File: src/hdl/pbc_pkg.sv
// ----------------------------------------------------------------
// management register space constants
// ----------------------------------------------------------------
package pbc_pkg;

    // register numbers (5-bit clause 22 address field)
    localparam logic [4:0] REG_BASIC_CONTROL = 5'h00;
    localparam logic [4:0] REG_LAST = 5'h1F;
    localparam logic [4:0] REG_VENDOR_FIRST = 5'h10;

    // basic control bit positions
    localparam int BIT_RESET = 15;
    localparam int BIT_LOOPBACK = 14;
    localparam int BIT_SPEED = 13;
    localparam int BIT_ANEG_EN = 12;
    localparam int BIT_POWER_DOWN = 11;
    localparam int BIT_ISOLATE = 10;
    localparam int BIT_ANEG_RESTART = 9;
    localparam int BIT_DUPLEX = 8;
    localparam int BIT_COL_TEST = 7;

    // reset value of the non-strapped fields, and fixed read-back values
    localparam logic CTRL_RST_VAL = 1'b0;
    localparam logic [6:0] RSVD_READ_VAL = 7'h00;
    localparam logic [15:0] UNMAPPED_READ_VAL = 16'h0000;

    // frame opcodes and field lengths
    localparam logic [1:0] OP_WRITE = 2'b01;
    localparam logic [1:0] OP_READ = 2'b10;
    localparam logic [4:0] HDR_BITS = 5'h0D;   // start '1', op, phy address, register
    localparam logic [4:0] TA_LAST = 5'h01;
    localparam logic [4:0] DATA_LAST = 5'h0F;

    // strap vector layout
    localparam int STRAP_W = 9;
    localparam int STRAP_ANEG = 0;
    localparam int STRAP_ISO = 1;
    localparam int STRAP_SPEED = 2;
    localparam int STRAP_DUPLEX = 3;
    localparam int STRAP_ADDR_LO = 4;

    // cycles a reset waits before catching straps (covers the two sync stages)
    localparam logic [1:0] RELATCH_CYC = 2'h3;

    typedef enum logic [1:0] {
        ST_IDLE = 2'b00,
        ST_HDR = 2'b01,
        ST_TA = 2'b10,
        ST_DATA = 2'b11
    } pbc_state_t;

endpackage : pbc_pkg

File: src/hdl/pbc_basic_control.sv
`timescale 1ns/100ps

module pbc_basic_control import pbc_pkg::*; (
    input wire logic ref_clk_i,                // 100 MHz core clock
    input wire logic rst_i,                    // async reset, active high
    input wire logic mdc_i,                    // management clock pin
    input wire logic mdio_i,                   // management data pin, input side
    output logic mdio_o,                       // management data drive value
    output logic mdio_oe_n_o,                  // low while this end drives the pin
    input wire logic autoneg_enable_strap_i,   // strap: autoneg enable default
    input wire logic isolate_strap_i,          // strap: isolate default
    input wire logic speed_strap_i,            // strap: speed default
    input wire logic duplex_strap_i,           // strap: duplex, inverted into reg
    input wire logic [4:0] phy_addr_strap_i,   // strap: management address
    input wire logic an_speed_100_i,           // negotiated speed from autoneg logic
    input wire logic an_full_duplex_i,         // negotiated duplex from autoneg logic
    output logic soft_reset_o,                 // high while a reset is in progress
    output logic an_restart_o,                 // one-cycle autoneg restart pulse
    output logic autoneg_enable_o,             // autoneg running
    output logic speed_100_o,                  // effective speed, 1 = 100 Mbps
    output logic full_duplex_o,                // effective duplex, 1 = full
    output logic loopback_o,                   // loopback mode
    output logic power_down_o,                 // power-down mode
    output logic isolate_o,                    // media-independent side isolated
    output logic col_test_o                    // collision signal test
);

    // ----------------------------------------------------------------
    // state
    // ----------------------------------------------------------------
    typedef struct packed {
        logic mdc_s1;
        logic mdc_s2;
        logic mdc_s3;
        logic mdio_s1;
        logic mdio_s2;
        logic [STRAP_W-1:0] strap_s1;
        logic [STRAP_W-1:0] strap_s2;
        pbc_state_t state;
        logic [4:0] cnt;
        logic [15:0] sh;
        logic [4:0] addr;
        logic rd;
        logic mine;
        logic mdio;
        logic mdio_oe_n;
        logic [4:0] phy_addr;
        logic [1:0] relatch;
        logic sreset;
        logic loopback;
        logic speed;
        logic aneg;
        logic pdown;
        logic iso;
        logic duplex;
        logic col;
        logic an_restart;
    } pbc_regs_t;

    localparam pbc_regs_t REGS_RST = '{
        mdc_s1: 1'b0, mdc_s2: 1'b0, mdc_s3: 1'b0, mdio_s1: 1'b1, mdio_s2: 1'b1,
        strap_s1: '0, strap_s2: '0, state: ST_IDLE, cnt: '0, sh: '0, addr: '0,
        rd: 1'b0, mine: 1'b0, mdio: 1'b1, mdio_oe_n: 1'b1, phy_addr: '0,
        relatch: RELATCH_CYC, sreset: 1'b1, loopback: CTRL_RST_VAL,
        speed: CTRL_RST_VAL, aneg: CTRL_RST_VAL, pdown: CTRL_RST_VAL,
        iso: CTRL_RST_VAL, duplex: CTRL_RST_VAL, col: CTRL_RST_VAL,
        an_restart: 1'b0
    };

    pbc_regs_t q;
    pbc_regs_t d;

    // ----------------------------------------------------------------
    // decode helpers
    // ----------------------------------------------------------------
    // any of the 32 addresses is legal; only basic control is held here
    function automatic logic is_ctrl(input logic [4:0] a);
        is_ctrl = (a == REG_BASIC_CONTROL);
    endfunction : is_ctrl

    // unmapped standard and vendor registers read back zero
    function automatic logic [15:0] read_word(input logic [4:0] a, input pbc_regs_t r);
        read_word = UNMAPPED_READ_VAL;
        if (is_ctrl(a)) begin
            read_word = {r.sreset, r.loopback, r.speed, r.aneg, r.pdown, r.iso,
                         1'b0, r.duplex, r.col, RSVD_READ_VAL};
        end
    endfunction : read_word

    logic rise;
    logic [12:0] hdr;
    logic [15:0] wr;
    logic [15:0] rdw;

    // ----------------------------------------------------------------
    // next state
    // ----------------------------------------------------------------
    always_comb begin
        d = q;
        d.an_restart = 1'b0;
        // two-stage synchronisers; stage one feeds stage two only
        d.mdc_s1 = mdc_i;
        d.mdc_s2 = q.mdc_s1;
        d.mdc_s3 = q.mdc_s2;
        d.mdio_s1 = mdio_i;
        d.mdio_s2 = q.mdio_s1;
        d.strap_s1 = {phy_addr_strap_i, duplex_strap_i, speed_strap_i,
                      isolate_strap_i, autoneg_enable_strap_i};
        d.strap_s2 = q.strap_s1;
        rise = q.mdc_s2 & ~q.mdc_s3;
        hdr = {q.sh[11:0], q.mdio_s2};
        wr = {q.sh[14:0], q.mdio_s2};
        rdw = read_word(q.addr, q);

        // strap catch: waits for the synchronisers to settle after any reset
        if (q.relatch != 2'h0) begin
            d.relatch = q.relatch - 2'h1;
            if (q.relatch == 2'h1) begin
                d.sreset = 1'b0;
                d.loopback = CTRL_RST_VAL;
                d.pdown = CTRL_RST_VAL;
                d.col = CTRL_RST_VAL;
                d.aneg = q.strap_s2[STRAP_ANEG];
                d.iso = q.strap_s2[STRAP_ISO];
                d.speed = q.strap_s2[STRAP_SPEED];
                d.duplex = ~q.strap_s2[STRAP_DUPLEX];
                d.phy_addr = q.strap_s2[STRAP_ADDR_LO +: 5];
            end
        end

        // serial frame engine, one step per synchronised mdc rising edge
        if (rise) begin
            case (q.state)
                ST_IDLE: begin
                    d.mdio_oe_n = 1'b1;
                    d.cnt = '0;
                    if (!q.mdio_s2) begin
                        d.state = ST_HDR;   // first start bit; preamble optional
                    end
                end
                ST_HDR: begin
                    d.sh = wr;
                    d.cnt = q.cnt + 5'h01;
                    if (q.cnt == HDR_BITS - 5'h01) begin
                        d.rd = (hdr[11:10] == OP_READ);
                        d.mine = hdr[12] && (hdr[9:5] == q.phy_addr) &&
                                 (hdr[11:10] == OP_READ || hdr[11:10] == OP_WRITE);
                        d.addr = hdr[4:0];
                        d.state = ST_TA;
                        d.cnt = '0;
                    end
                end
                ST_TA: begin
                    d.cnt = q.cnt + 5'h01;
                    if (q.mine && q.rd) begin
                        d.mdio_oe_n = 1'b0;   // drive turnaround zero, then data
                        d.mdio = 1'b0;
                    end
                    if (q.cnt == TA_LAST) begin
                        d.state = ST_DATA;
                        d.cnt = '0;
                        d.sh = rdw;
                        d.mdio = (q.mine && q.rd) ? rdw[15] : 1'b1;
                    end
                end
                ST_DATA: begin
                    d.cnt = q.cnt + 5'h01;
                    d.sh = q.rd ? {q.sh[14:0], 1'b0} : wr;
                    d.mdio = q.rd ? q.sh[14] : 1'b1;
                    if (q.cnt == DATA_LAST) begin
                        d.state = ST_IDLE;
                        d.mdio_oe_n = 1'b1;
                        d.mdio = 1'b1;
                        if (q.mine && !q.rd && is_ctrl(q.addr)) begin
                            if (wr[BIT_RESET] && q.pdown) begin
                                // first reset write only wakes from power-down
                                d.pdown = 1'b0;
                            end else if (wr[BIT_RESET]) begin
                                d.sreset = 1'b1;
                                d.relatch = RELATCH_CYC;
                            end else begin
                                d.loopback = wr[BIT_LOOPBACK];
                                d.speed = wr[BIT_SPEED];
                                d.aneg = wr[BIT_ANEG_EN];
                                d.pdown = wr[BIT_POWER_DOWN];
                                d.iso = wr[BIT_ISOLATE];
                                d.duplex = wr[BIT_DUPLEX];
                                d.col = wr[BIT_COL_TEST];
                                d.an_restart = wr[BIT_ANEG_RESTART];
                            end
                        end
                    end
                end
                default: begin
                    d.state = ST_IDLE;
                end
            endcase
        end
    end

    // ----------------------------------------------------------------
    // registers
    // ----------------------------------------------------------------
    always_ff @(posedge ref_clk_i or posedge rst_i) begin
        if (rst_i) begin
            q <= REGS_RST;
        end else begin
            q <= d;
        end
    end

    // ----------------------------------------------------------------
    // outputs
    // ----------------------------------------------------------------
    // negotiated result wins over the manual bits while autoneg is on
    assign speed_100_o = q.aneg ? an_speed_100_i : q.speed;
    assign full_duplex_o = q.aneg ? an_full_duplex_i : q.duplex;
    assign mdio_o = q.mdio;
    assign mdio_oe_n_o = q.mdio_oe_n;
    assign soft_reset_o = q.sreset;
    assign an_restart_o = q.an_restart;
    assign autoneg_enable_o = q.aneg;
    assign loopback_o = q.loopback;
    assign power_down_o = q.pdown;
    assign isolate_o = q.iso;
    assign col_test_o = q.col;

endmodule : pbc_basic_control

File: config.mk
export PLATFORM = sky130hd
export DESIGN_NAME = pbc_basic_control
export DESIGN_NICKNAME = d
export VERILOG_FILES = /design/src/hdl/pbc_pkg.sv /design/src/hdl/pbc_basic_control.sv
export SDC_FILE = /design/constraint.sdc
export NUM_CORES = 1
export LEC_CHECK = 0
export ABC_AREA = 1
export BUFFER_PORTS_ARGS = -buffer_cell sky130_fd_sc_hd__buf_4
export CORE_MARGIN = 5
export CORE_UTILIZATION = 55
export CTS_BUF_LIST = sky130_fd_sc_hd__clkbuf_8
export DETAILED_ROUTE_END_ITERATION = 10
export PLACE_DENSITY = 0.74
export SLEW_MARGIN = 20
export SYNTH_ARGS = -nofsm -noshare
export SYNTH_HDL_FRONTEND = slang
export SYNTH_SLANG_ARGS = --single-unit
File: constraint.sdc
create_clock -name ref_clk_i -period 2.1 [get_ports ref_clk_i]
set_input_delay 0.105 -clock ref_clk_i [delete_from_list [all_inputs] [get_ports ref_clk_i]]
set_output_delay 0.105 -clock ref_clk_i [all_outputs]
set_load 0.02 [all_outputs]
==> flow_results.org <==
** Clock tree
- The H-tree was split into 3 levels.
- Clock Root Buffer :: sky130_fd_sc_hd__clkbuf_8
- The longest clock path from root to sink contains 2 buffers.
- Clock edge transition at the registers on the reported setup and hold paths :: roughly 0.080 ns
- Once the clock tree was built, the setup fixing pass inserted 0 buffers.
- TritonCTS built the clock tree.
- Clock latency on the worst-skew pair, taken at its later pin, is roughly 0.34 ns.
- TritonCTS Buffers :: 9
- Counting every sink on the clock net gives 70.

** Pwr
- Net switching is 29.00% of the power.
- In this run the power spent charging and discharging nets is roughly 1.1 mW.
- Part of the total power dissipated in the clock network :: between 30% and 40%
- Cell Pwr Density :: 1015 nW/um2
- Standby leakage power :: 1.731 nW
- The share of total power dissipated in sequential elements is ~46%.
- Post-layout power :: between 3 and 4 mW
- Per report_power, the combinational group accounts for about a fifth of the total.
- The worst-case IR drop observed on VDD is slightly below 0.0006 V.
- Internal power :: roughly 2.6 mW

** Route
- First DRT Iteration DRCs :: 203
- In the final routed layout, each cell accounts on average for 13.15 um.
- The detail route stage leaves a number of antenna-violating nets equal to 0.
- The final layout contains routed wiring with a total length of 5.812 mm.
- The first detailed-routing pass ran for 4 iterations.
- Routed vias :: between 2000 and 2500
- After detailed routing, the number of vias per cell comes to roughly 5.2.
- After detailed routing, the number of remaining DRC violations is 0.

** Placed design
- At the end of routability-driven placement, the weighted congestion stood at around 0.90.
- Port buffering added 25 buffers.
- Placed Instances :: 414
- Half-perimeter wire length of the detailed placement result :: between 3 and 4 mm

** Synth
- Yosys mapped the design onto 30 distinct sky130hd cell types.
- The number of nets handed over by synthesis was ~340.
- In this run the cell area of the synthesized design comes to around 3000 um2.
- The Yosys step of the flow raised 0 warnings.
- Per-instance average area after synthesis :: 9.170 um2
- Register area share after synthesis :: 59.62%
- Cells after Synth :: ~320
- Synth Register Bits :: 70

** Worst setup path
- At the worst endpoint, the arrival time is ~2.0 ns.
- In this run the register-to-register setup slack is 0.30 ns.
- Critical path endpoint category :: flop
- Worst path required time :: approximately 2.3 ns
- For this run, the slowest stage of the critical path takes 0.40 ns.
- Biggest fanout along the worst timing path :: 11
- The critical path is of the flop to flop type.
- The worst setup path is launched from a flop.
- Standard cell with the maximum stage delay on the critical path :: sky130_fd_sc_hd__dfrtp_1
- Sequence of cells on the critical path :: ha_1 > inv_1 > nor2_1 > ha_1 > nand3_1 > nor2_1 > nand3_2 > nand2_1 > o21ai_2
- The kind of cell with the highest combined delay along the critical path is simple AND/OR/NAND/NOR gates.
- Crit path buffers/inverters :: 1

** Cells and area
- Share of post-route cells with drive strength above 1 :: 18.55%
- Number of antenna repair diodes :: 0
- Area added between synthesis and finish :: 21.44%
- Fill cell instance count of the final layout :: 381
- Nets@finish :: roughly 390
- The count of cells in the finished layout, fillers not included, comes to around 440.
- Cells fill roughly 69% of the core in the end.

** Global route
- Met2 GRT Util :: about 27%
- Vias in the first global route :: between 2000 and 2500
- Remaining Overflow, GRT :: 0
- The first global-routing pass estimated between 9 and 10 mm of wire.
- The number of antenna violations at the first check in global routing came to 0.
- Most crowded layer after global routing :: met2
- Entering global routing, the biggest net connects 70 pins.
- Aggregate global-route resource usage :: a little under a fifth
- For this run, global-route usage on met1 was measured as between 20% and 30%.
- Fraction of met3 tracks used by global routing :: approximately 3.5%

** Flow run
- Max cap viols :: 0

** Die
- For this design the top-level I/O count stands at 26.
- Row generation in the floorplan step produced 26 rows.
- Effective utilization at floorplan :: a little under three fifths
- Core region area :: 5172 um2
- Die width :: around 83 um
- Die span in y :: ~83 um
- The floorplan step defined a die boundary enclosing approximately 6900 um2.

** STA
- The hold violation total from the final report is 0.
- Final cycle utilization of the critical path :: around 86%
- Transition time at the pin with the least slew margin :: approximately 0.48 ns
- Peak clock frequency supported by timing :: 0.5562 GHz
- Max Transition Viols Final :: 0
- Min Tclk post-route :: 1.798 ns
- The worst pin sits at a relative slew slack of around two thirds.
- Final number of setup-violating endpoints :: 0
- Aggregate negative setup slack :: 0 ns
- Clock skew after layout :: 0.01061 ns
- Unrepaired setup endpoints after global routing :: no

** Status
- The flow ran to the end, and the final reports show no timing, DRC or antenna violations.

** Min path
- In this run the worst hold path is classified as primary input to asynchronous set/reset pin.
## worst reg2reg max path: stages, from the launching register on
cell,delay (ns)
sky130_fd_sc_hd__dfrtp_1,0.40
sky130_fd_sc_hd__ha_1,0.16
sky130_fd_sc_hd__inv_1,0.05
sky130_fd_sc_hd__nor2_1,0.11
sky130_fd_sc_hd__ha_1,0.19
sky130_fd_sc_hd__nand3_1,0.13
sky130_fd_sc_hd__nor2_1,0.18
sky130_fd_sc_hd__nand3_2,0.25
sky130_fd_sc_hd__nand2_1,0.16
sky130_fd_sc_hd__o21ai_2,0.06
## synthesized netlist by cell type, drive strengths merged
| cell | instances | share of area [%] |
|---|---|---|
| a21oi | 9 | 1.5 |
| buf | 3 | 0.80 |
| clkbuf | 2 | 0.25 |
| clkinv | 3 | 0.59 |
| dfrtp | 63 | 53 |
| dfstp | 7 | 6.2 |
| ha | 5 | 2.1 |
| inv | 39 | 5.1 |
| mux2 | 1 | 0.38 |
| nand2 | 72 | 10 |
| nand3 | 25 | 4.4 |
| nand3b | 1 | 0.25 |
| nand4 | 5 | 1.1 |
| nor2 | 46 | 5.8 |
| nor3 | 3 | 0.51 |
| o21ai | 27 | 5.1 |
| o22ai | 9 | 1.9 |
| or2 | 1 | 0.21 |
| xnor2 | 1 | 0.30 |
## cells by family (layout without fill, tap and decap cells)
group	count (synthesis)	in the layout	share of synthesized area, %
AND/OR/NAND/NOR	153	153	22.29
XOR/XNOR	1	1	0.2967
AO/OA/AOI/OAI	45	45	8.517
adder cells (fa/ha/maj)	5	5	2.119
multiplexers	1	1	0.3813
buffers and inverters	47	97	6.780
flip-flops	70	70	59.62
## metrics by stage
step                      hold slack [ns]  instance area [um2]  setup WS, ns
final                              0.1886                 3586        0.3020
after floorplan                    0.1095                 2953        0.2384
after global placement           -0.03181                 3224        0.2870
after detailed placement         -0.02933                 3224        0.2303
after global routing               0.1936                 3586        0.1185
after CTS                          0.1585                 3581        0.1525
## flip-flops by register name, summed over array words and instances (netlist names)
name              count
d                    12
q                    36
soft_reset_o          1
autoneg_enable_o      1
isolate_o             1
power_down_o          1
hdr                  13
an_restart_o          1
col_test_o            1
mdio_o                1
loopback_o            1
mdio_oe_n_o           1
## area by class of cell
class / instances / area [um2] / share of cell area [%]
tap: 70 / 87.58 / 2.442
sequential: 70 / 1760 / 49.09
multi-input combinational: 205 / 997.2 / 27.81
inverter: 42 / 168.9 / 4.710
clock inverter: 7 / 112.6 / 3.140
clock buffer: 9 / 123.9 / 3.454
timing repair buffer: 39 / 335.3 / 9.351
## power by group through the flow
stage                     Clock (mW)  Sequential [mW]  Combinational, mW
after CTS                       1.30             1.65              0.705
after detailed placement           0             1.68              0.679
after global placement             0             1.67              0.663
final                           1.28             1.66              0.702
after floorplan                    0             1.66              0.512
after global routing            1.36             1.68              0.803
## layout by cell type (no fill, tap or decap), types with 9 or more instances in the layout
master / count
sky130_fd_sc_hd__a21oi_1: 9
sky130_fd_sc_hd__dlygate4sd3_1: 12
sky130_fd_sc_hd__inv_1: 35
sky130_fd_sc_hd__clkbuf_8: 9
sky130_fd_sc_hd__nand3_1: 23
sky130_fd_sc_hd__dfrtp_1: 63
sky130_fd_sc_hd__nand2_1: 66
sky130_fd_sc_hd__o21ai_0: 22
sky130_fd_sc_hd__buf_4: 26
sky130_fd_sc_hd__nor2_1: 46
sky130_fd_sc_hd__o22ai_1: 9
## per-layer routing
layer	wire, um	share of wire (%)
met1	2659	46
met2	2708	47
met3	294	5.1
met4	149	2.6
met5	0	0
## worst paths after layout
| check | from | end | depth (start not counted) |
|---|---|---|---|
| setup / recovery | q[41]$_DFFE_PP0P_ | q[2]$_DFF_PP0_ | 9 |
| hold / removal | rst_i | d[69]$_DFF_PP0_ | 3 |
| setup reg to reg | q[41]$_DFFE_PP0P_ | q[2]$_DFF_PP0_ | 9 |
| hold reg to reg | d[56]$_DFF_PP0_ | q[56]$_DFF_PP0_ | 0 |
| max in group asynchronous | rst_i | q[10]$_DFF_PP1_ | 4 |
| min in group ref_clk_i | d[56]$_DFF_PP0_ | q[56]$_DFF_PP0_ | 0 |
## repair_timing
| item | in CTS | in global routing |
|---|---|---|
| hold buffers | 12 | 0 |
| setup endpoints to repair | 0 | 1 |
| hold endpoints to repair | 74 | 0 |
| gates resized for setup | 0 | 1 |
Power figures use the tool's default switching activity.
